## config.mk

```make
export PLATFORM = sky130hd
export DESIGN_NAME = aux_regulator_regs
export DESIGN_NICKNAME = d
export VERILOG_FILES = /design/src/shared/aux_regulator_pkg.sv /design/src/logic/aux_regulator_regs.sv
export SDC_FILE = /design/constraint.sdc
export NUM_CORES = 1
export LEC_CHECK = 0
export BUFFER_PORTS_ARGS = -buffer_cell sky130_fd_sc_hd__buf_4
export CELL_PAD_IN_SITES_DETAIL_PLACEMENT = 0
export CELL_PAD_IN_SITES_GLOBAL_PLACEMENT = 1
export CORE_MARGIN = 3
export CORE_UTILIZATION = 34
export CTS_CLUSTER_DIAMETER = 60
export DETAILED_ROUTE_END_ITERATION = 10
export PLACE_DENSITY_LB_ADDON = 0.1
export SLEW_MARGIN = 20
export SYNTH_ARGS = -nofsm -noshare
export SYNTH_HDL_FRONTEND = slang
export SYNTH_SLANG_ARGS = --single-unit
```

## constraint.sdc

```tcl
create_clock -name CLK -period 4.74 [get_ports CLK]
set_input_delay 0 -clock CLK [delete_from_list [all_inputs] [get_ports CLK]]
set_output_delay 0 -clock CLK [all_outputs]
set_load 0.02 [all_outputs]
```

## src/shared/aux_regulator_pkg.sv

```systemverilog
// Register map, field layout and codes of the auxiliary regulator bank
package aux_regulator_pkg;

  // Register indices; byte address is four times the index
  localparam logic [15:0] CTRL_IDX = 16'h4074;
  localparam logic [15:0] ON_IDX = 16'h4075;
  localparam logic [15:0] STAT_IDX = 16'h4078;

  // Control register fields
  localparam int UV_ACT_LSB = 14;
  localparam int HWC_SRC_LSB = 11;
  localparam int HWC_VPICK_BIT = 10;
  localparam int HWC_MODE_LSB = 8;
  localparam int FLOAT_BIT = 7;
  localparam int SWITCH_BIT = 6;
  localparam int LPV_BIT = 0;
  localparam logic [15:0] CTRL_MASK = 16'hdfc1;
  localparam logic [15:0] CTRL_RESET = 16'h0200;

  // On-state register fields
  localparam int SLOT_LSB = 13;
  localparam int ON_MODE_BIT = 8;
  localparam int VCODE_LSB = 0;
  localparam logic [15:0] ON_MASK = 16'he11f;
  localparam logic [15:0] ON_RESET = 16'h0000;

  // Status register fields
  localparam int ST_UV_OFF_BIT = 0;
  localparam int ST_EN_BIT = 1;
  localparam int ST_HWC_BIT = 2;
  localparam int ST_LP_BIT = 3;
  localparam int ST_SLEEP_BIT = 4;
  localparam int ST_VCODE_LSB = 8;

  // Undervoltage actions
  localparam logic [1:0] UV_IGNORE = 2'h0;
  localparam logic [1:0] UV_REG_OFF = 2'h1;
  localparam logic [1:0] UV_SYS_RESET = 2'h2;

  // Hardware-control mode codes
  localparam logic [1:0] HWM_OFF = 2'h1;
  localparam logic [1:0] HWM_ON_MODE = 2'h3;

  // Slot codes
  localparam logic [2:0] SLOT_NONE = 3'h0;
  localparam logic [2:0] SLOT_LAST = 3'h5;
  localparam logic [2:0] SLOT_HWEN1 = 3'h6;
  localparam logic [2:0] SLOT_HWEN2 = 3'h7;
  localparam logic [2:0] SLEEP_SLOT_SUM = 3'h6;

  // Voltage code translation
  localparam logic [4:0] CODE_LO_LAST = 5'h0e;
  localparam logic [4:0] CODE_HI_FIRST = 5'h0f;
  localparam logic [11:0] BASE_LO_MV = 12'd900;
  localparam logic [11:0] STEP_LO_MV = 12'd50;
  localparam logic [11:0] BASE_HI_MV = 12'd1700;
  localparam logic [11:0] STEP_HI_MV = 12'd100;

  // Bus answers
  localparam logic [1:0] RESP_OKAY = 2'h0;
  localparam logic [1:0] RESP_DECERR = 2'h3;

  typedef enum {SEL_NONE, SEL_CTRL, SEL_ON, SEL_STAT} reg_sel_e;

endpackage

```

## src/logic/aux_regulator_regs.sv

```systemverilog
// Auxiliary regulator control and on-state register bank with bus slave
//
// Overview of operation
// - Undervoltage action 00 does nothing and 01 switches off this regulator only.
// - Undervoltage action 10 requests a device reset, and 11 is reserved and acts as 00.
// - Every undervoltage event raises the interrupt pulse whatever action is set.
// - Hardware-control source 00 disables it, 01 follows input 1, 10 input 2, 11 either.
// - Under hardware control the voltage comes from the on code at 0, the sleep code at 1.
// - Hardware-control mode 00 and 10 give low power, 01 turns off, 11 uses the on mode.
// - A disabled regulator is discharged when the float bit is 0 and floats when it is 1.
// - Low-power variant bit 0 picks the 50mA variant and 1 picks the 20mA variant.
// - The chosen low-power variant applies whenever low power is in effect in any state.
// - Start-up slot 000 leaves the regulator off and 001 to 101 enable it in slots 1 to 5.
// - Start-up slot 110 and 111 hand the enable to hardware enable input 1 or 2.
// - On-state mode bit 0 is normal and 1 is low power, resetting to 0.
// - On voltage codes 00h to 0Eh give 0.90V plus 50mV a step, resetting to 0.
// - Voltage codes 0Fh to 1Fh give 1.70V plus 100mV a step, reaching 3.30V.
// - With a hardware enable, sleep slot 001 to 101 picks sleep entry in slot 5 down to slot 1.
`timescale 1ns/1ps
module aux_regulator_regs
  import aux_regulator_pkg::*;
(
  // Clock and reset
  input wire logic CLK,
  input wire logic RESET,
  // AXI4-Lite write address
  input wire logic AWVALID,
  output logic AWREADY,
  input wire logic [31:0] AWADDR,
  // AXI4-Lite write data
  input wire logic WVALID,
  output logic WREADY,
  input wire logic [31:0] WDATA,
  input wire logic [3:0] WSTRB,
  // AXI4-Lite write response
  output logic BVALID,
  input wire logic BREADY,
  output logic [1:0] BRESP,
  // AXI4-Lite read
  input wire logic ARVALID,
  output logic ARREADY,
  input wire logic [31:0] ARADDR,
  output logic RVALID,
  input wire logic RREADY,
  output logic [31:0] RDATA,
  output logic [1:0] RRESP,
  // System and sequencer
  input wire logic PWR_ON,
  input wire logic SEQ_STEP,
  input wire logic [2:0] SEQ_SLOT,
  input wire logic SEQ_SLEEP,
  input wire logic [2:0] SLEEP_SLOT,
  input wire logic [4:0] SLEEP_VCODE,
  input wire logic SLEEP_LOW_POWER,
  // Hardware control and enable inputs
  input wire logic HWC_IN1,
  input wire logic HWC_IN2,
  input wire logic HW_EN1,
  input wire logic HW_EN2,
  // Undervoltage monitor
  input wire logic UV_EVENT,
  // Regulator controls
  output logic REG_ENABLE,
  output logic [4:0] REG_VCODE,
  output logic [11:0] REG_MILLIVOLTS,
  output logic REG_LOW_POWER,
  output logic REG_LP_20MA,
  output logic REG_DISCHARGE,
  output logic REG_SWITCH_MODE,
  // Events
  output logic UV_IRQ,
  output logic SYS_RESET_REQ
);

  function automatic reg_sel_e decode(input logic [31:0] addr);
    reg_sel_e sel;
    sel = SEL_NONE;
    if (addr[31:18] == 14'h0000 && addr[1:0] == 2'h0) begin
      if (addr[17:2] == CTRL_IDX) sel = SEL_CTRL;
      else if (addr[17:2] == ON_IDX) sel = SEL_ON;
      else if (addr[17:2] == STAT_IDX) sel = SEL_STAT;
    end
    return sel;
  endfunction

  function automatic logic [11:0] code_to_mv(input logic [4:0] code);
    logic [11:0] mv;
    if (code <= CODE_LO_LAST) begin
      mv = BASE_LO_MV + 12'(STEP_LO_MV * 12'(code));
    end else begin
      mv = BASE_HI_MV
         + 12'(STEP_HI_MV * 12'(code - CODE_HI_FIRST));
    end
    return mv;
  endfunction

  // Bus state
  logic awready_q, awready_d, wready_q, wready_d;
  logic aw_full_q, aw_full_d, w_full_q, w_full_d;
  logic [31:0] awaddr_q, awaddr_d, wdata_q, wdata_d;
  logic [3:0] wstrb_q, wstrb_d;
  logic bvalid_q, bvalid_d;
  logic [1:0] bresp_q, bresp_d;
  logic arready_q, arready_d, rvalid_q, rvalid_d;
  logic [31:0] rdata_q, rdata_d;
  logic [1:0] rresp_q, rresp_d;
  logic do_write;
  reg_sel_e wsel, rsel;

  // Register contents
  logic [15:0] ctrl_q, ctrl_d, on_q, on_d;
  logic [15:0] stat_word;

  // Regulator state
  logic slot_on_q, slot_on_d, sleep_q, sleep_d, uv_off_q, uv_off_d;
  logic en_q, en_d, lp_q, lp_d, lp20_q, lp20_d;
  logic dis_q, dis_d, sw_q, sw_d, irq_q, irq_d, rst_q, rst_d;
  logic hwc_q, hwc_d;
  logic [4:0] vcode_q, vcode_d;
  logic [11:0] mv_q, mv_d;

  // Field views
  logic [1:0] uv_act, hwc_src, hwc_mode;
  logic [2:0] slot;
  logic [4:0] on_vcode;
  logic [2:0] sleep_entry;
  assign uv_act = ctrl_q[UV_ACT_LSB +: 2];
  assign hwc_src = ctrl_q[HWC_SRC_LSB +: 2];
  assign hwc_mode = ctrl_q[HWC_MODE_LSB +: 2];
  assign slot = on_q[SLOT_LSB +: 3];
  assign on_vcode = on_q[VCODE_LSB +: 5];
  assign sleep_entry = 3'(SLEEP_SLOT_SUM - SLEEP_SLOT);

  always_comb begin
    stat_word = 16'h0000;
    stat_word[ST_UV_OFF_BIT] = uv_off_q;
    stat_word[ST_EN_BIT] = en_q;
    stat_word[ST_HWC_BIT] = hwc_q;
    stat_word[ST_LP_BIT] = lp_q;
    stat_word[ST_SLEEP_BIT] = sleep_q;
    stat_word[ST_VCODE_LSB +: 5] = vcode_q;
  end

  // Write channel
  always_comb begin
    aw_full_d = aw_full_q;
    awaddr_d = awaddr_q;
    w_full_d = w_full_q;
    wdata_d = wdata_q;
    wstrb_d = wstrb_q;
    bvalid_d = bvalid_q;
    bresp_d = bresp_q;
    do_write = 1'b0;
    wsel = decode(awaddr_q);
    if (AWVALID && awready_q) begin
      aw_full_d = 1'b1;
      awaddr_d = AWADDR;
    end
    if (WVALID && wready_q) begin
      w_full_d = 1'b1;
      wdata_d = WDATA;
      wstrb_d = WSTRB;
    end
    if (BREADY && bvalid_q) begin
      bvalid_d = 1'b0;
    end
    if (aw_full_q && w_full_q && !bvalid_q) begin
      do_write = 1'b1;
      aw_full_d = 1'b0;
      w_full_d = 1'b0;
      bvalid_d = 1'b1;
      bresp_d = (wsel == SEL_NONE) ? RESP_DECERR : RESP_OKAY;
    end
    awready_d = !aw_full_d;
    wready_d = !w_full_d;
  end

  // Read channel
  always_comb begin
    arready_d = arready_q;
    rvalid_d = rvalid_q;
    rdata_d = rdata_q;
    rresp_d = rresp_q;
    rsel = decode(ARADDR);
    if (RREADY && rvalid_q) begin
      rvalid_d = 1'b0;
    end
    if (ARVALID && arready_q) begin
      rvalid_d = 1'b1;
      rresp_d = RESP_OKAY;
      unique case (rsel)
        SEL_CTRL: rdata_d = {16'h0000, ctrl_q};
        SEL_ON: rdata_d = {16'h0000, on_q};
        SEL_STAT: rdata_d = {16'h0000, stat_word};
        SEL_NONE: begin
          rdata_d = 32'h0000_0000;
          rresp_d = RESP_DECERR;
        end
      endcase
    end
    arready_d = !rvalid_d;
  end

  // Register file
  always_comb begin
    ctrl_d = ctrl_q;
    on_d = on_q;
    if (do_write) begin
      for (int b = 0; b < 2; b++) begin
        if (wstrb_q[b] && wsel == SEL_CTRL) begin
          ctrl_d[b*8 +: 8] = wdata_q[b*8 +: 8];
        end
        if (wstrb_q[b] && wsel == SEL_ON) begin
          on_d[b*8 +: 8] = wdata_q[b*8 +: 8];
        end
      end
    end
    ctrl_d = ctrl_d & CTRL_MASK;
    on_d = on_d & ON_MASK;
  end

  // Regulator behaviour
  always_comb begin
    logic hwc_act, base_en, sleep_code_ok, clr_uv;
    hwc_act = 1'b0;
    base_en = 1'b0;
    sleep_code_ok = 1'b0;
    clr_uv = 1'b0;
    unique case (hwc_src)
      2'h0: hwc_act = 1'b0;
      2'h1: hwc_act = HWC_IN1;
      2'h2: hwc_act = HWC_IN2;
      2'h3: hwc_act = HWC_IN1 | HWC_IN2;
    endcase
    // Start-up timeslot enable
    slot_on_d = slot_on_q;
    if (!PWR_ON || slot == SLOT_NONE || slot > SLOT_LAST) begin
      slot_on_d = 1'b0;
    end else if (SEQ_STEP && !SEQ_SLEEP && SEQ_SLOT == slot) begin
      slot_on_d = 1'b1;
    end
    // Sleep entry slot for hardware-enabled regulators
    sleep_code_ok = (SLEEP_SLOT != SLOT_NONE) && (SLEEP_SLOT <= SLOT_LAST);
    sleep_d = sleep_q;
    if (!SEQ_SLEEP || slot < SLOT_HWEN1 || !sleep_code_ok) begin
      sleep_d = 1'b0;
    end else if (SEQ_STEP && SEQ_SLOT == sleep_entry) begin
      sleep_d = 1'b1;
    end
    unique case (slot)
      SLOT_HWEN1: base_en = HW_EN1;
      SLOT_HWEN2: base_en = HW_EN2;
      default: base_en = slot_on_q;
    endcase
    // Undervoltage latch, set beats clear
    clr_uv = do_write && wsel == SEL_STAT && wstrb_q[0]
          && wdata_q[ST_UV_OFF_BIT];
    uv_off_d = uv_off_q && !clr_uv;
    if (UV_EVENT && uv_act == UV_REG_OFF) begin
      uv_off_d = 1'b1;
    end
    rst_d = UV_EVENT && uv_act == UV_SYS_RESET;
    irq_d = UV_EVENT;
    en_d = base_en && !uv_off_q
        && !(hwc_act && hwc_mode == HWM_OFF);
    if (hwc_act) begin
      lp_d = (hwc_mode == HWM_ON_MODE) ? on_q[ON_MODE_BIT] : 1'b1;
      vcode_d = ctrl_q[HWC_VPICK_BIT] ? SLEEP_VCODE : on_vcode;
    end else if (sleep_q) begin
      lp_d = SLEEP_LOW_POWER;
      vcode_d = SLEEP_VCODE;
    end else begin
      lp_d = on_q[ON_MODE_BIT];
      vcode_d = on_vcode;
    end
    hwc_d = hwc_act;
    lp20_d = lp_d && ctrl_q[LPV_BIT];
    dis_d = !en_d && !ctrl_q[FLOAT_BIT];
    sw_d = ctrl_q[SWITCH_BIT];
    mv_d = code_to_mv(vcode_d);
  end

  always_ff @(posedge CLK) begin
    if (RESET) begin
      awready_q <= 1'b1;
      wready_q <= 1'b1;
      aw_full_q <= 1'b0;
      w_full_q <= 1'b0;
      awaddr_q <= 32'h0000_0000;
      wdata_q <= 32'h0000_0000;
      wstrb_q <= 4'h0;
      bvalid_q <= 1'b0;
      bresp_q <= RESP_OKAY;
      arready_q <= 1'b1;
      rvalid_q <= 1'b0;
      rdata_q <= 32'h0000_0000;
      rresp_q <= RESP_OKAY;
      ctrl_q <= CTRL_RESET;
      on_q <= ON_RESET;
      slot_on_q <= 1'b0;
      sleep_q <= 1'b0;
      uv_off_q <= 1'b0;
      en_q <= 1'b0;
      lp_q <= 1'b0;
      lp20_q <= 1'b0;
      dis_q <= 1'b0;
      sw_q <= 1'b0;
      irq_q <= 1'b0;
      rst_q <= 1'b0;
      hwc_q <= 1'b0;
      vcode_q <= 5'h00;
      mv_q <= BASE_LO_MV;
    end else begin
      awready_q <= awready_d;
      wready_q <= wready_d;
      aw_full_q <= aw_full_d;
      w_full_q <= w_full_d;
      awaddr_q <= awaddr_d;
      wdata_q <= wdata_d;
      wstrb_q <= wstrb_d;
      bvalid_q <= bvalid_d;
      bresp_q <= bresp_d;
      arready_q <= arready_d;
      rvalid_q <= rvalid_d;
      rdata_q <= rdata_d;
      rresp_q <= rresp_d;
      ctrl_q <= ctrl_d;
      on_q <= on_d;
      slot_on_q <= slot_on_d;
      sleep_q <= sleep_d;
      uv_off_q <= uv_off_d;
      en_q <= en_d;
      lp_q <= lp_d;
      lp20_q <= lp20_d;
      dis_q <= dis_d;
      sw_q <= sw_d;
      irq_q <= irq_d;
      rst_q <= rst_d;
      hwc_q <= hwc_d;
      vcode_q <= vcode_d;
      mv_q <= mv_d;
    end
  end

  assign AWREADY = awready_q;
  assign WREADY = wready_q;
  assign BVALID = bvalid_q;
  assign BRESP = bresp_q;
  assign ARREADY = arready_q;
  assign RVALID = rvalid_q;
  assign RDATA = rdata_q;
  assign RRESP = rresp_q;
  assign REG_ENABLE = en_q;
  assign REG_VCODE = vcode_q;
  assign REG_MILLIVOLTS = mv_q;
  assign REG_LOW_POWER = lp_q;
  assign REG_LP_20MA = lp20_q;
  assign REG_DISCHARGE = dis_q;
  assign REG_SWITCH_MODE = sw_q;
  assign UV_IRQ = irq_q;
  assign SYS_RESET_REQ = rst_q;

endmodule

```

-- After elaboration in Yosys (flattened, before gate mapping)
Cells that the tools add are included.
- logic and storage cells: 156
- output and inout port bits: 65
- bits in registers: 153
- eq/ne operators: 23
- bitwise operators: 1
- magnitude comparators: 4
- mux-type cells: 30
- add/sub/neg operators: 4
- multiply operators: 2
- reductions and logical operators: 60
- operator list (operator ; count):
    $pmux 32 s4 ; 1
    $eq 16x15->1 const B ; 6
    $eq 32x2->1 const B ; 3
    $eq 32x3->1 const B ; 2
    $logic_not 32->1 ; 2
    $eq 32x1->1 const B ; 1
    $logic_and 1x1->1 ; 28
    $logic_not 14->1 ; 2
    $mux 2 ; 10
    $mux 5 ; 3
    $mux 1 ; 13
    $add 10x11->12 const A ; 1
    $add 11x12->12 const A ; 1
    $logic_not 1->1 ; 12
    $mul 5x12->10 const A ; 1
    $mux 12 ; 1
    $mul 5x5->10 const A ; 1
    $eq 2x2->1 const B ; 4
    $reduce_and 2->1 ; 4
    $eq 2x1->1 const B ; 3
    $eq 3x3->1 ; 2
    $eq 3x3->1 const B ; 2
    $logic_not 2->1 ; 3
    $sub 5x4->6 const B ; 1
    13 further kinds ; 17

-- Longest topological paths before layout
Gate-level depths: netlist (run 1).
- word-level depth: 12
- depth in mapped cells: 19

-- Least setup slack after synthesis (run 1)
OpenSTA, ideal clock, no wires.
- path type: register to register
- from: register ctrl_q[11]
- to: register mv_q[11] (netlist: REG_MILLIVOLTS[11])
- buffers on the path: 0
- data required time: 4.667 ns
- setup slack: 0.025 ns
- stages on the path, launching flop included: 17
- period minus slack after synthesis: 4.715 ns
- arrival: 4.642 ns
- setup time: 0.073 ns
- path through: dfxtp_1 a22oi_4 mux2i_4 mux2i_4 inv_4 ha_1 xnor2_2 inv_1 ha_1 ha_1 fa_1 ha_1 xnor2_1 nor2b_1 a2111o_1 and3_4 nor3_2
- cells in the longest elaborated chain, start to end: 7
- RTL lines (item ; line ; RTL):
    start: declaration ; aux_regulator_regs.sv:111 ; logic [15:0] ctrl_q, ctrl_d, on_q, on_d;
    start signal: assignment ; aux_regulator_regs.sv:327 ; ctrl_q <= ctrl_d;
    $eq 2x2->1 (tied with other cells) ; aux_regulator_regs.sv:229 ; unique case (hwc_src)
    $pmux 1 s4 * ; aux_regulator_regs.sv:229 ;
    $mux 5 * ; aux_regulator_regs.sv:266 ; if (hwc_act) begin
    named net vcode_d[0] ; aux_regulator_regs.sv:119 ; logic [4:0] vcode_q, vcode_d;
    $sub 5x4->6 ; aux_regulator_regs.sv:92 ; + 12'(STEP_HI_MV * 12'(code - CODE_HI_FIRST));
    $mul 5x12->10 ; aux_regulator_regs.sv:92 ;
    $add 11x12->12 ; aux_regulator_regs.sv:92 ;
    $mux 12 * ; aux_regulator_regs.sv:88 ; if (code <= CODE_LO_LAST) begin
    end signal: assignment ; aux_regulator_regs.sv:341 ; mv_q <= mv_d;
    end: declaration ; aux_regulator_regs.sv:120 ; logic [11:0] mv_q, mv_d;
The timed path passes the listed nets; every way through them passes the cells marked *.
A chain may end at the register's enable or synchronous reset.

-- Worst setup path in the final report (run 1)
Ends and elaborated chain as after synthesis.

==> results.txt, run 1 <==
- Number of buffers created by CTS: 17
* Clock insertion delay at the later pin of the skew report: 420 ps
- Measured along the y axis, the die boundary spans 139 um.
- In the final layout, the share of cells above drive strength 1 is 0.238.
- Synthesized area per cell: about 8.5 um^2
* DRC viols: 0
* Share of synthesized registers carrying an async set or reset: 0
* Final slew viol count: 0
* CTS tree: yes
- Pin placement for this block handled 192 I/O pins.
* Final period utilization: 0.955
* Multiplexer share of the synthesized area: 0.0672
- Of the post-synthesis cell area, the dominant cell type holds 0.398.
- Number of nets with antenna violations after routing: 0
- CTS built an H-tree with a depth of 4.
* Sequential cell area fraction in the yosys report: 0.398
- Number of violations reported at the end of detailed-routing iteration 0: 220
- Worst Path Class, Setup: flip-flop to flip-flop
- The count of buffers added on input and output ports is 154.
- Synth Area in Adders: 0.0869
- Time the final worst path needs with I/O delays and setup: 4530 ps
* Horizontal die dimension: 139 um
- The repair_antennas step left the layout with diodes totalling 0.
- Entering global routing, the biggest net connects 83 pins.
- The floorplan step defined a die boundary enclosing approximately 0.019 mm^2.
- XOR/XNOR share of the synthesized area: 0.0524
* Synth Area in Compound Gates: 0.126
- For this configuration, the core starts out at a cell density of 0.354.
- dfxtp_1 takes more of the synthesized area than any other cell.
* Yosys warnings: 0
- At the worst endpoint, the required time is 5080 ps.
- The routed layout has 5491 vias.
- The clock arrives with between 7 and 8 ps of skew.
- The synthesized design contains 0 enable-type register cells.
- The congestion estimate from routability-driven global placement came to about 0.87.
- Dominant cells by area after synthesis: dfxtp_1, nand2_1, a21oi_1
- Launch instance of the worst min-delay path: HWC_IN2
- The root buffer cell chosen for the clock tree is clkbuf_16.
- Timing would allow up to approximately 220 MHz.
- Endpoints failing setup: 0
- After synthesis, the largest family of logic cells by area is simple AND/OR/NAND/NOR gates.
* Category of the worst setup path launch point: flip-flop
- Detailed placement ended at an HPWL of 12800 um.
- Of the total synthesized cell area, the portion taken by AND, OR, NAND and NOR gates is 0.202.
- First-pass detailed-route iteration total: 5
- The most critical setup path has its startpoint at ctrl_q[11]$_SDFFE_PP0P_.
* Classification of the worst-slack hold path: input pin to flip-flop
- Outcome: complete, no violations
- After detailed routing, the number of vias per cell comes to 4.76.
* Final WL: 16800 um
* Number of placed instances with taps included: about 1100
- Excluding fillers, the count of instances in the completed layout stands at ~1200.
* Cell area after layout: ~0.0086 mm^2
- In the final routed layout, each cell accounts on average for approximately 15 um.
* Number of global-route vias before repair: 5542
* Type of element capturing the critical path: flip-flop
- From synthesis to final layout, the design area changed by 44.0%.
- Synthesized instance count: 706
- Relative slew slack: 0.277
- In this run, distinct cell masters in the synthesized netlist total 57.
* PnR Total Power: roughly 2.7 mW
- Once placement finished, the instance area stood at 0.00728 mm^2.
- In this run the cell area of the synthesized design comes to 0.00599 mm^2.
- Number of maximum-capacitance violations: 0
* Post-layout nets: 1086
- Seq cells post-synth: 119
- First-pass GRT wire length: around 28000 um
- Max Fanout on Critical Path: 5
- Power spread over the standard cell area amounts to 315 mW/mm^2.
- All-Layer GR Usage: 0.177
* Initial antenna violation count: 0
* Data arrival, critical path: 4870 ps
* Filler cell count: 1612
- Final Hold Violating Endpoints: 0
- CTS Sinks: 119
- After clock tree synthesis, the clock-pin slew on the worst setup and hold paths is 50 ps.
- The core region is 0.0169 mm^2.
- Total congestion overflow: 0
* Top flip-flop cell by instance count after synthesis: dfxtp_1
- Actual transition at the worst max-transition pin: 1070 ps
* VDD IR-drop max: 0.267 mV
* Leakage power total: 3.85 nW
- FP Rows: 47
- Number of buffers on the longest clock path: 2
* Launch point of the worst reg-to-reg path: ctrl_q[11]$_SDFFE_PP0P_
-- worst paths after layout --
kind	slack, ps	cells after the start	end
setup / recovery	210	18	REG_MILLIVOLTS[11]$_SDFF_PP0_
hold / removal	30	4	hwc_q$_SDFF_PP0_
setup reg to reg	210	18	REG_MILLIVOLTS[11]$_SDFF_PP0_
hold reg to reg	450	2	awaddr_q[22]$_SDFFE_PP0P_
-- timing repair --
action | 4_1_cts | 5_1_grt
buffers inserted | 0 | 5
gates resized for setup | 0 | 13
setup endpoints to repair | 0 | 2
hold buffers | 62 | 0
endpoints found under the hold margin | 76 | 0
-- power breakdown --
group	total, mW	leakage, nW	switching (mW)	internal (mW)
Clock	1.39	0.309	0.459	0.928
Sequential	1.06	0.971	0.0227	1.04
Combinational	0.274	2.57	0.135	0.138
Total	2.72	3.85	0.616	2.11
-- cell families (layout without fill, tap and decap cells) --
group	count (synthesis)	after routing
buffers and inverters	85	296
XOR/XNOR	35	35
flip-flops	119	119
AND/OR/NAND/NOR	267	267
AO/OA/AOI/OAI	125	125
multiplexers	36	36
adder cells (fa/ha/maj)	38	38
other	1	18
-- cell type report --
| type | count | area (um^2) | area share |
|---|---|---|---|
| clock inverters | 9 | 163 | 0.0188 |
| multi-input cells | 519 | 3310 | 0.384 |
| inverters | 35 | 136 | 0.0158 |
| repair buffers | 229 | 1880 | 0.218 |
| well taps | 220 | 275 | 0.0319 |
| flip-flops and latches | 119 | 2380 | 0.276 |
| clock buffers | 23 | 478 | 0.0554 |
-- metal layers --
| metal | part of all wire | up-vias | track usage |
|---|---|---|---|
| met2 | 0.48 | 149 | 0.301 |
| met3 | 0.058 | 17 | 0.0462 |
| li1 | - | 2805 | - |
| met1 | 0.44 | 2520 | 0.218 |
| met5 | 0 | - | 0 |
| met4 | 0.015 | 0 | 0.0613 |
-- sequential cells by signal, indices dropped and copies added, names as in the netlist, 2 cells and up --
signal	cells
RDATA	15
ctrl_q	10
wdata_q	15
wstrb_q	2
awaddr_q	32
REG_MILLIVOLTS	11
on_q	9
REG_VCODE	5
-- critical path, stage by stage (launching register included) --
cell and delay [ps]:
dfxtp_1 340, a22oi_4 240, mux2i_4 380, buf_6 160
mux2i_4 250, inv_4 80, ha_1 240, xnor2_2 170
inv_1 100, ha_1 280, ha_1 320, fa_1 600
ha_4 230, a21o_1 170, a21oi_2 140, xnor2_1 100
a2111o_1 320, and3_4 190, nor3_2 140
-- cell usage after synthesis, drive strengths merged (12+ instances only) --
cell and number:
xnor2 26, buf 27, ha 32, a21oi 80, dfxtp 119, nor3 17, inv 34, nand3 13
clkbuf 23, mux2i 32, nor2 50, nand2 136, nor4 12
-- cells in the final DEF (no fill, tap or decap), types with 4 or more instances in the layout --
cell | synthesis | layout
inv_1 | 32 | 30
a221oi_1 | 5 | 5
dlygate4sd3_1 | 0 | 62
mux2i_1 | 29 | 28
nand2b_1 | 5 | 5
a32oi_1 | 4 | 4
a21oi_1 | 80 | 78
xnor2_1 | 25 | 24
conb_1 | 1 | 18
nor4_1 | 12 | 12
o21ai_0 | 6 | 6
nand3b_1 | 4 | 4
clkbuf_16 | 0 | 17
dfxtp_1 | 119 | 119
nand4_1 | 5 | 5
ha_1 | 32 | 29
nor3_1 | 15 | 15
fa_1 | 6 | 6
nand3_1 | 13 | 13
nor2b_1 | 6 | 6
bufinv_16 | 0 | 4
a211oi_1 | 6 | 6
and2_1 | 8 | 7
xor2_1 | 9 | 9
nand2_1 | 136 | 136
buf_4 | 21 | 165
nor2_1 | 50 | 50
-- per-stage QoR --
| step | util | TNS (ps) | hold WS (ps) | worst slack, ps |
|---|---|---|---|---|
| finish | 0.510 | 0 | 26.2 | 213 |
| global route | 0.510 | -17.7 | 26.8 | -17.7 |
| CTS | 0.504 | 0 | 1.26 | 43.0 |
| detailed placement | 0.430 | 0 | 258 | 74.1 |
| global placement | 0.430 | 0 | 246 | 168 |
| floorplan | - | 0 | 135 | 24.6 |
No activity file was read; power rests on OpenSTA's default activity.
==> run 2: changes to the inputs <==
CORE_MARGIN = 2   (was 3)
GPL_TIMING_DRIVEN = 0   (was default)
SLEW_MARGIN = 15   (was 20)
==> results.txt, run 2 (synthesized netlist as in run 1, its figures left out) <==
* Outcome: complete, no violations
- GPL Wtd Cong: just over 0.8
- TritonCTS built the clock tree.
- Area of the core: 0.0172 mm^2
- Peak Freq: 220 MHz
- After routing the design area is 0.00893 mm^2.
* Post-detailed-placement cell area: 0.00749 mm^2
* Total congestion overflow: 0
- The slowest stage of the critical path belongs to the cell fa_1.
- The critical path starts at ctrl_q[12]$_SDFFE_PP0P_.
- Layout cells sized above 1: 0.252
- Synth-to-layout area growth: 49.0%
- All-Layer GR Usage: 0.191
- Buffers placed on the I/O ports in this run total 153.
- The detailed router finished its first iteration with 200 violations.
* Launch point of the worst reg-to-reg path: ctrl_q[12]$_SDFFE_PP0P_
* CP cell instances: a22oi_4, mux2i_4, buf_12, mux2_4, inv_4, ha_2, a31oi_1, mux2i_4, inv_2, fa_1, inv_1, fa_1, inv_1, ha_1, xnor2_2, a2111o_1, and3_4, nor3_2
- The tree built by TritonCTS fans out to 119 sinks.
- After the last flow step, the layout net total stands at roughly 1100.
- The first TritonRoute pass finished after 5 iterations.
- Post-DR wirelength/cell: 14.7 um
* Number of buffers and inverters on the critical path: 5
- Time the final worst path needs with I/O delays and setup: 4540 ps
- Across the run, the number of max-cap violations was 0.
* Filler cell count: 1653
- Power per unit of standard cell area: roughly 300 mW/mm^2
* Final WL: 17700 um
- The worst-case IR drop observed on VDD is between 0.2 and 0.3 mV.
- The first global-routing pass estimated roughly 28000 um of wire.
* Buffer cell driving the clock tree root: clkbuf_16
* Clock insertion delay at the later pin of the skew report: 420 ps
- Number of flip-flops in the largest register: 32
- Relative slew slack: 0.255
- Data on the critical path is required at its endpoint by 5090 ps.
- Worst path top cell family by delay: adder cells
- Measured along the x axis, the die boundary spans 137 um.
- Setup violations remaining at the end of the flow were counted as 0.
- For this run, the slowest stage of the critical path takes 540 ps.
- around 190 I/O pins were placed.
- Summed over all cells, the static leakage comes to 3.97 nW.
- After detailed routing, the number of remaining DRC violations is 0.
- Type of element capturing the critical path: flip-flop
- Overall via count from detail_route: 5760
- Initial antenna violation count: 0
- For the pin with the worst max-slew slack, the measured transition is approximately 1100 ps.
- The die covers roughly 0.019 mm^2.
- In the final timing run, aggregate negative setup slack is 0 ps.
- The finished layout holds approximately 1200 standard cells, fillers aside.
- Number of global-route vias before repair: 5645
- Clk pin slew, worst setup/hold paths: 60 ps
- Max Fanout on Critical Path: 5
- The final count of hold timing violations came to 0.
* Most flop-heavy register: awaddr_q
- The library cell used most frequently in the layout, excluding fill and tap cells, is buf_4.
* Number of buffers on the longest clock path: 2
* Worst Path Class, Setup: flip-flop to flip-flop
* Launch instance of the worst min-delay path: HWC_IN2
- The final count of pins violating max slew came to 0.
- Height of the die: 137 um
- In this run the worst hold path is classified as input pin to flip-flop.
- The number of clock buffers added by TritonCTS is 17.
- Category of the worst setup path launch point: flip-flop
- For the final database, setup skew stands at 8.87 ps.
- Total half-perimeter wirelength after legalization and detailed placement: 13700 um
- Number of antenna cells inserted: 0
- The number of placed instances, taps included, is 1101.
* Deepest level of the CTS H-tree: 4
- At the worst endpoint, the arrival time is 4880 ps.
* Top library cells by usage in the layout, fill and taps aside: buf_4, nand2_1, dfxtp_1, a21oi_1, dlygate4sd3_1
* Number of nets with antenna violations after routing: 0
- After floorplanning, the core was divided into 48 placement rows.
- Final period utilization: 0.957
- Dividing the detail-routed via count by the number of cells gives roughly 4.8.
- Pin count of the biggest net entering global routing: 17
- The initial utilization of the core area, before any placement, comes to 0.348.
[run 2: per-stage QoR]
stage                util  worst slack, ps  total power, mW  hold WS [ps]
global route        0.518            -29.0             2.86          23.9
detailed placement  0.434             -584             1.35           260
global placement    0.434             -523             1.34           254
CTS                 0.514             33.8             2.78          17.9
floorplan               -             24.6             1.22           135
finish              0.518              204             2.76          18.4
[run 2: path summary, 6_finish.rpt]
| kind | endpoint | slack, ps | cells after the start |
|---|---|---|---|
| min reg2reg | wdata_q[6]$_SDFFE_PP0P_ | 450 | 2 |
| min | hwc_q$_SDFF_PP0_ | 20 | 4 |
| max reg2reg | REG_MILLIVOLTS[11]$_SDFF_PP0_ | 200 | 18 |
| max | REG_MILLIVOLTS[11]$_SDFF_PP0_ | 200 | 18 |
[run 2: worst reg2reg max path, delay by kind of cell, from the launching register on]
kind	cells	cell delay (ps)
adder cells (fa/ha/maj)	4	1580
multiplexers	3	900
AO/OA/AOI/OAI	3	660
buffers and inverters	5	470
flip-flops	1	350
AND/OR/NAND/NOR	2	320
XOR/XNOR	1	180
[run 2: cell type report]
cell class / instances / area, um^2 / share of cell area
Multi-Input combinational cell: 519 / 3370 / 0.377
Timing Repair Buffer: 223 / 1840 / 0.207
Clock inverter: 13 / 193 / 0.0216
Clock buffer: 19 / 453 / 0.0507
Buffer: 50 / 268 / 0.0300
Tap cell: 225 / 282 / 0.0315
Sequential cell: 119 / 2380 / 0.267
Inverter: 35 / 136 / 0.0153
[run 2: power breakdown]
part | internal, mW | switching (mW) | leakage, nW | total [mW]
Clock | 0.913 | 0.482 | 0.304 | 1.39
Combinational | 0.155 | 0.146 | 2.70 | 0.301
Sequential | 1.04 | 0.0226 | 0.971 | 1.06
[run 2: layer usage]
layer / wire (um) / vias to the layer above / track usage
met2: 8450 / 192 / 0.330
li1: - / 2885 / -
met4: 291 / 0 / 0.0613
met3: 1260 / 29 / 0.0496
met1: 7690 / 2654 / 0.232
met5: 0 / - / 0
[run 2: what timing repair did]
| item | in CTS | in global routing |
|---|---|---|
| hold endpoints to repair | 61 | 0 |
| pin swaps | 2 | 1 |
| hold buffers | 63 | 0 |
| buffers inserted | 6 | 1 |
| gates resized for setup | 7 | 14 |
| endpoints found under the setup margin | 4 | 3 |
==> run 3: changes to the inputs <==
clock period = 3.8 ns   (was 4.74 ns; I/O delays follow)
==> results.txt, run 3 (synthesized netlist as in run 1, its figures left out) <==
- Of the available clock period, the critical path in the final layout requires 1.12.
- Category of the worst setup path launch point: flip-flop
* Clock insertion delay at the later pin of the skew report: 420 ps
- VDD IR-drop max: 0.352 mV
- Synth-to-layout area growth: 57.1%
- Max-cap violations in this run came to 0.
- After legalization and detailed placement, the total HPWL measured approximately 14000 um.
- Setup clock skew after layout: between 9 and 10 ps
- The first detailed-routing pass ran for 4 iterations.
- Met3 routing resource usage after global routing: 0.0474
* Unrepaired setup endpoints after global routing: yes
- Power per unit of standard cell area: 352 mW/mm^2
- In this run the remaining antenna-violating nets after routing total 0.
- After floorplanning, the core was divided into 48 placement rows.
- Endpoints failing setup: 5
- Grouping stages by cell kind, the critical path spends the most delay in adder cells.
* Data arrival, critical path: 4590 ps
- The share of total power dissipated in sequential elements is 0.400.
- Worst Path Class, Setup: flip-flop to flip-flop
- Pin count of the biggest net entering global routing: 17
- Number of buffers and inverters on the critical path: 3
- PnR Total Power: between 3 and 4 mW
* Peak-usage layer in the global routing report: met2
- The finished layout holds 1230 standard cells, fillers aside.
- The first global-routing pass estimated 28100 um of wire.
* Classification of the worst-slack hold path: input pin to flip-flop
* Met2 usage: 0.347
- Filler cell count: approximately 1600
- Max Fanout on Critical Path: 5
- Portion of total power attributed to combinational logic: 0.113
- The tree is rooted in a clkbuf_16.
- Hold timing on the final database bottoms out at a slack of 15.1 ps.
* Time the final worst path needs with I/O delays and setup: roughly 4200 ps
- TritonCTS built the clock tree.
* DRC viols: 0
* Global routing met1 resource utilization: 0.233
- Across all setup checks in the final design, the least slack found is -439 ps.
- The sequential cells in the finished layout cover a total of approximately 0.0024 mm^2.
- TritonCTS created 17 clock buffers.
- Type of element capturing the critical path: flip-flop
- The multi-input combinational cells in the finished layout cover a total of 0.00366 mm^2.
- The initial antenna violation count came to 0.
- Post-DR wirelength/cell: between 10 and 15 um
- Input and output buffers added on the ports amount to roughly 150.
- Final Hold Violating Endpoints: 0
- The run finished, with violations left.
* Top library cells by usage in the layout, fill and taps aside: buf_4, nand2_1, dfxtp_1, a21oi_1, dlygate4sd3_1
- Counting tap cells, the placed design contains a total of 1101 instances.
* Initial cell density of the core: 0.348
* Required time of the critical path: 4150 ps
- Detailed-route vias per instance: 4.75
- The detailed router finished its first iteration with 251 violations.
- In this run the tightest slew margin relative to its limit is 0.219.
- The number of antenna diodes in the final layout is 0.
* Number of buffers on the longest clock path: 2
- Sw Pwr: approximately 0.79 mW
- Layout cells sized above 1: 0.303
* GPL Wtd Cong: 0.789
- All-Layer GR Usage: 0.197
- The share of total power dissipated in the clock network is 0.486.
- The routed design has 18400 um of wire.
- Deepest level of the CTS H-tree: 4
- Number of flip-flops in the largest register: 32
- The floorplan step defined a core boundary enclosing 0.0172 mm^2.
* Switching part of the total: 0.238
- Cell seen most often among critical-path stages: ha_4
* Most flop-heavy register: awaddr_q
* Overall via count from detail_route: 5838
- Critical-path top delay cell: fa_1
- Cell area after layout: around 0.0094 mm^2
- Timing analysis after detailed placement gives a worst setup slack of -1150 ps.
- The final reports fail on negative setup slack.
- Clock-pin slew was measured on the worst setup and hold paths at 50 ps.
- The library cell used most frequently in the layout, excluding fill and tap cells, is buf_4.
* Horizontal die dimension: between 100 and 150 um
- The critical path goes through a22oi_4, mux2i_4, buf_6, mux2i_4, inv_4, ha_4, xnor2_4, inv_2, ha_4, ha_4, fa_1, ha_4, a21o_1, a21oi_4, xnor2_2, a2111o_1, and3_4, nor3_2.
- Post-layout nets: 1159
- 192 I/O pins were placed.
* Actual transition at the worst max-transition pin: 1160 ps
* DIE AREA: 0.0187 mm^2
- Peak Freq: 236 MHz
- For this run, the slowest stage of the critical path takes 550 ps.
- Clock tree synthesis found a total of 119 sinks.
- Height of the die: 137 um
- Total congestion overflow: 0
- Leakage power total: 4.15 nW
* Post-detailed-placement cell area: 0.00763 mm^2
- The final count of pins violating max slew came to 0.
- The number of global-route vias before repair came to 5820.
- Pint: 2.52 mW
-- run 3: changes by cell type in the layout (fill, tap and decap cells not counted), moves of 3 or more --
cell     delta
ha_4       +11
xnor2_2     +6
ha_1       -10
buf_4      +24
xnor2_1     -7
buf_6       +5
nor2_1      -3
-- run 3: area by class of cell --
cell class,instances,area share
Inverter,35,0.0148
Clock buffer,21,0.0510
Multi-Input combinational cell,519,0.389
Buffer,50,0.0284
Clock inverter,9,0.0125
Timing Repair Buffer,252,0.221
Tap cell,225,0.0299
Sequential cell,119,0.254
-- run 3: layer usage --
layer	vias to the layer above	share of wire
met5	-	0
met4	0	0.020
met3	27	0.061
met2	173	0.49
met1	2697	0.43
li1	2941	-
-- run 3: power by group through the flow --
stage	registers [mW]	clock network, mW	logic [mW]
floorplan	1.36	0	0.157
global placement	1.35	0	0.321
detailed placement	1.35	0	0.325
CTS	1.33	1.63	0.376
global route	1.33	1.69	0.411
finish	1.33	1.61	0.375
-- run 3: through the flow --
stage               TNS [ps]   util
detailed placement     -3920  0.443
floorplan              -1460      -
finish                 -1410  0.546
global route           -2160  0.546
global placement       -3580  0.443
CTS                    -1110  0.538
-- run 3: path summary, 6_finish.rpt --
path	startpoint	endpoint	slack, ps	cells after the start
worst max-delay path	ctrl_q[11]$_SDFFE_PP0P_	REG_MILLIVOLTS[11]$_SDFF_PP0_	-440	18
worst min-delay path	ARVALID	RDATA[10]$_SDFFE_PP0P_	20	4
worst max register to register	ctrl_q[11]$_SDFFE_PP0P_	REG_MILLIVOLTS[11]$_SDFF_PP0_	-440	18
worst min register to register	RDATA[0]$_SDFFE_PP0P_	RDATA[0]$_SDFFE_PP0P_	450	2
-- run 3: worst register-to-register path, stage by stage, from the launching register on --
cell	delay, ps
dfxtp_4	350
a22oi_4	220
mux2i_4	380
buf_6	160
mux2i_4	280
inv_4	70
ha_4	190
xnor2_4	190
inv_2	80
ha_4	270
ha_4	190
fa_1	550
ha_4	230
a21o_1	180
a21oi_4	140
xnor2_2	110
a2111o_1	340
and3_4	160
nor3_2	80
-- run 3: repair_timing --
item	4_1_cts	5_1_grt
endpoints found under the hold margin	60	0
hold buffers	63	0
setup endpoints to repair	5	5
pin swaps	15	2
resized for setup	37	12
cloned	0	0
buffers inserted	28	8
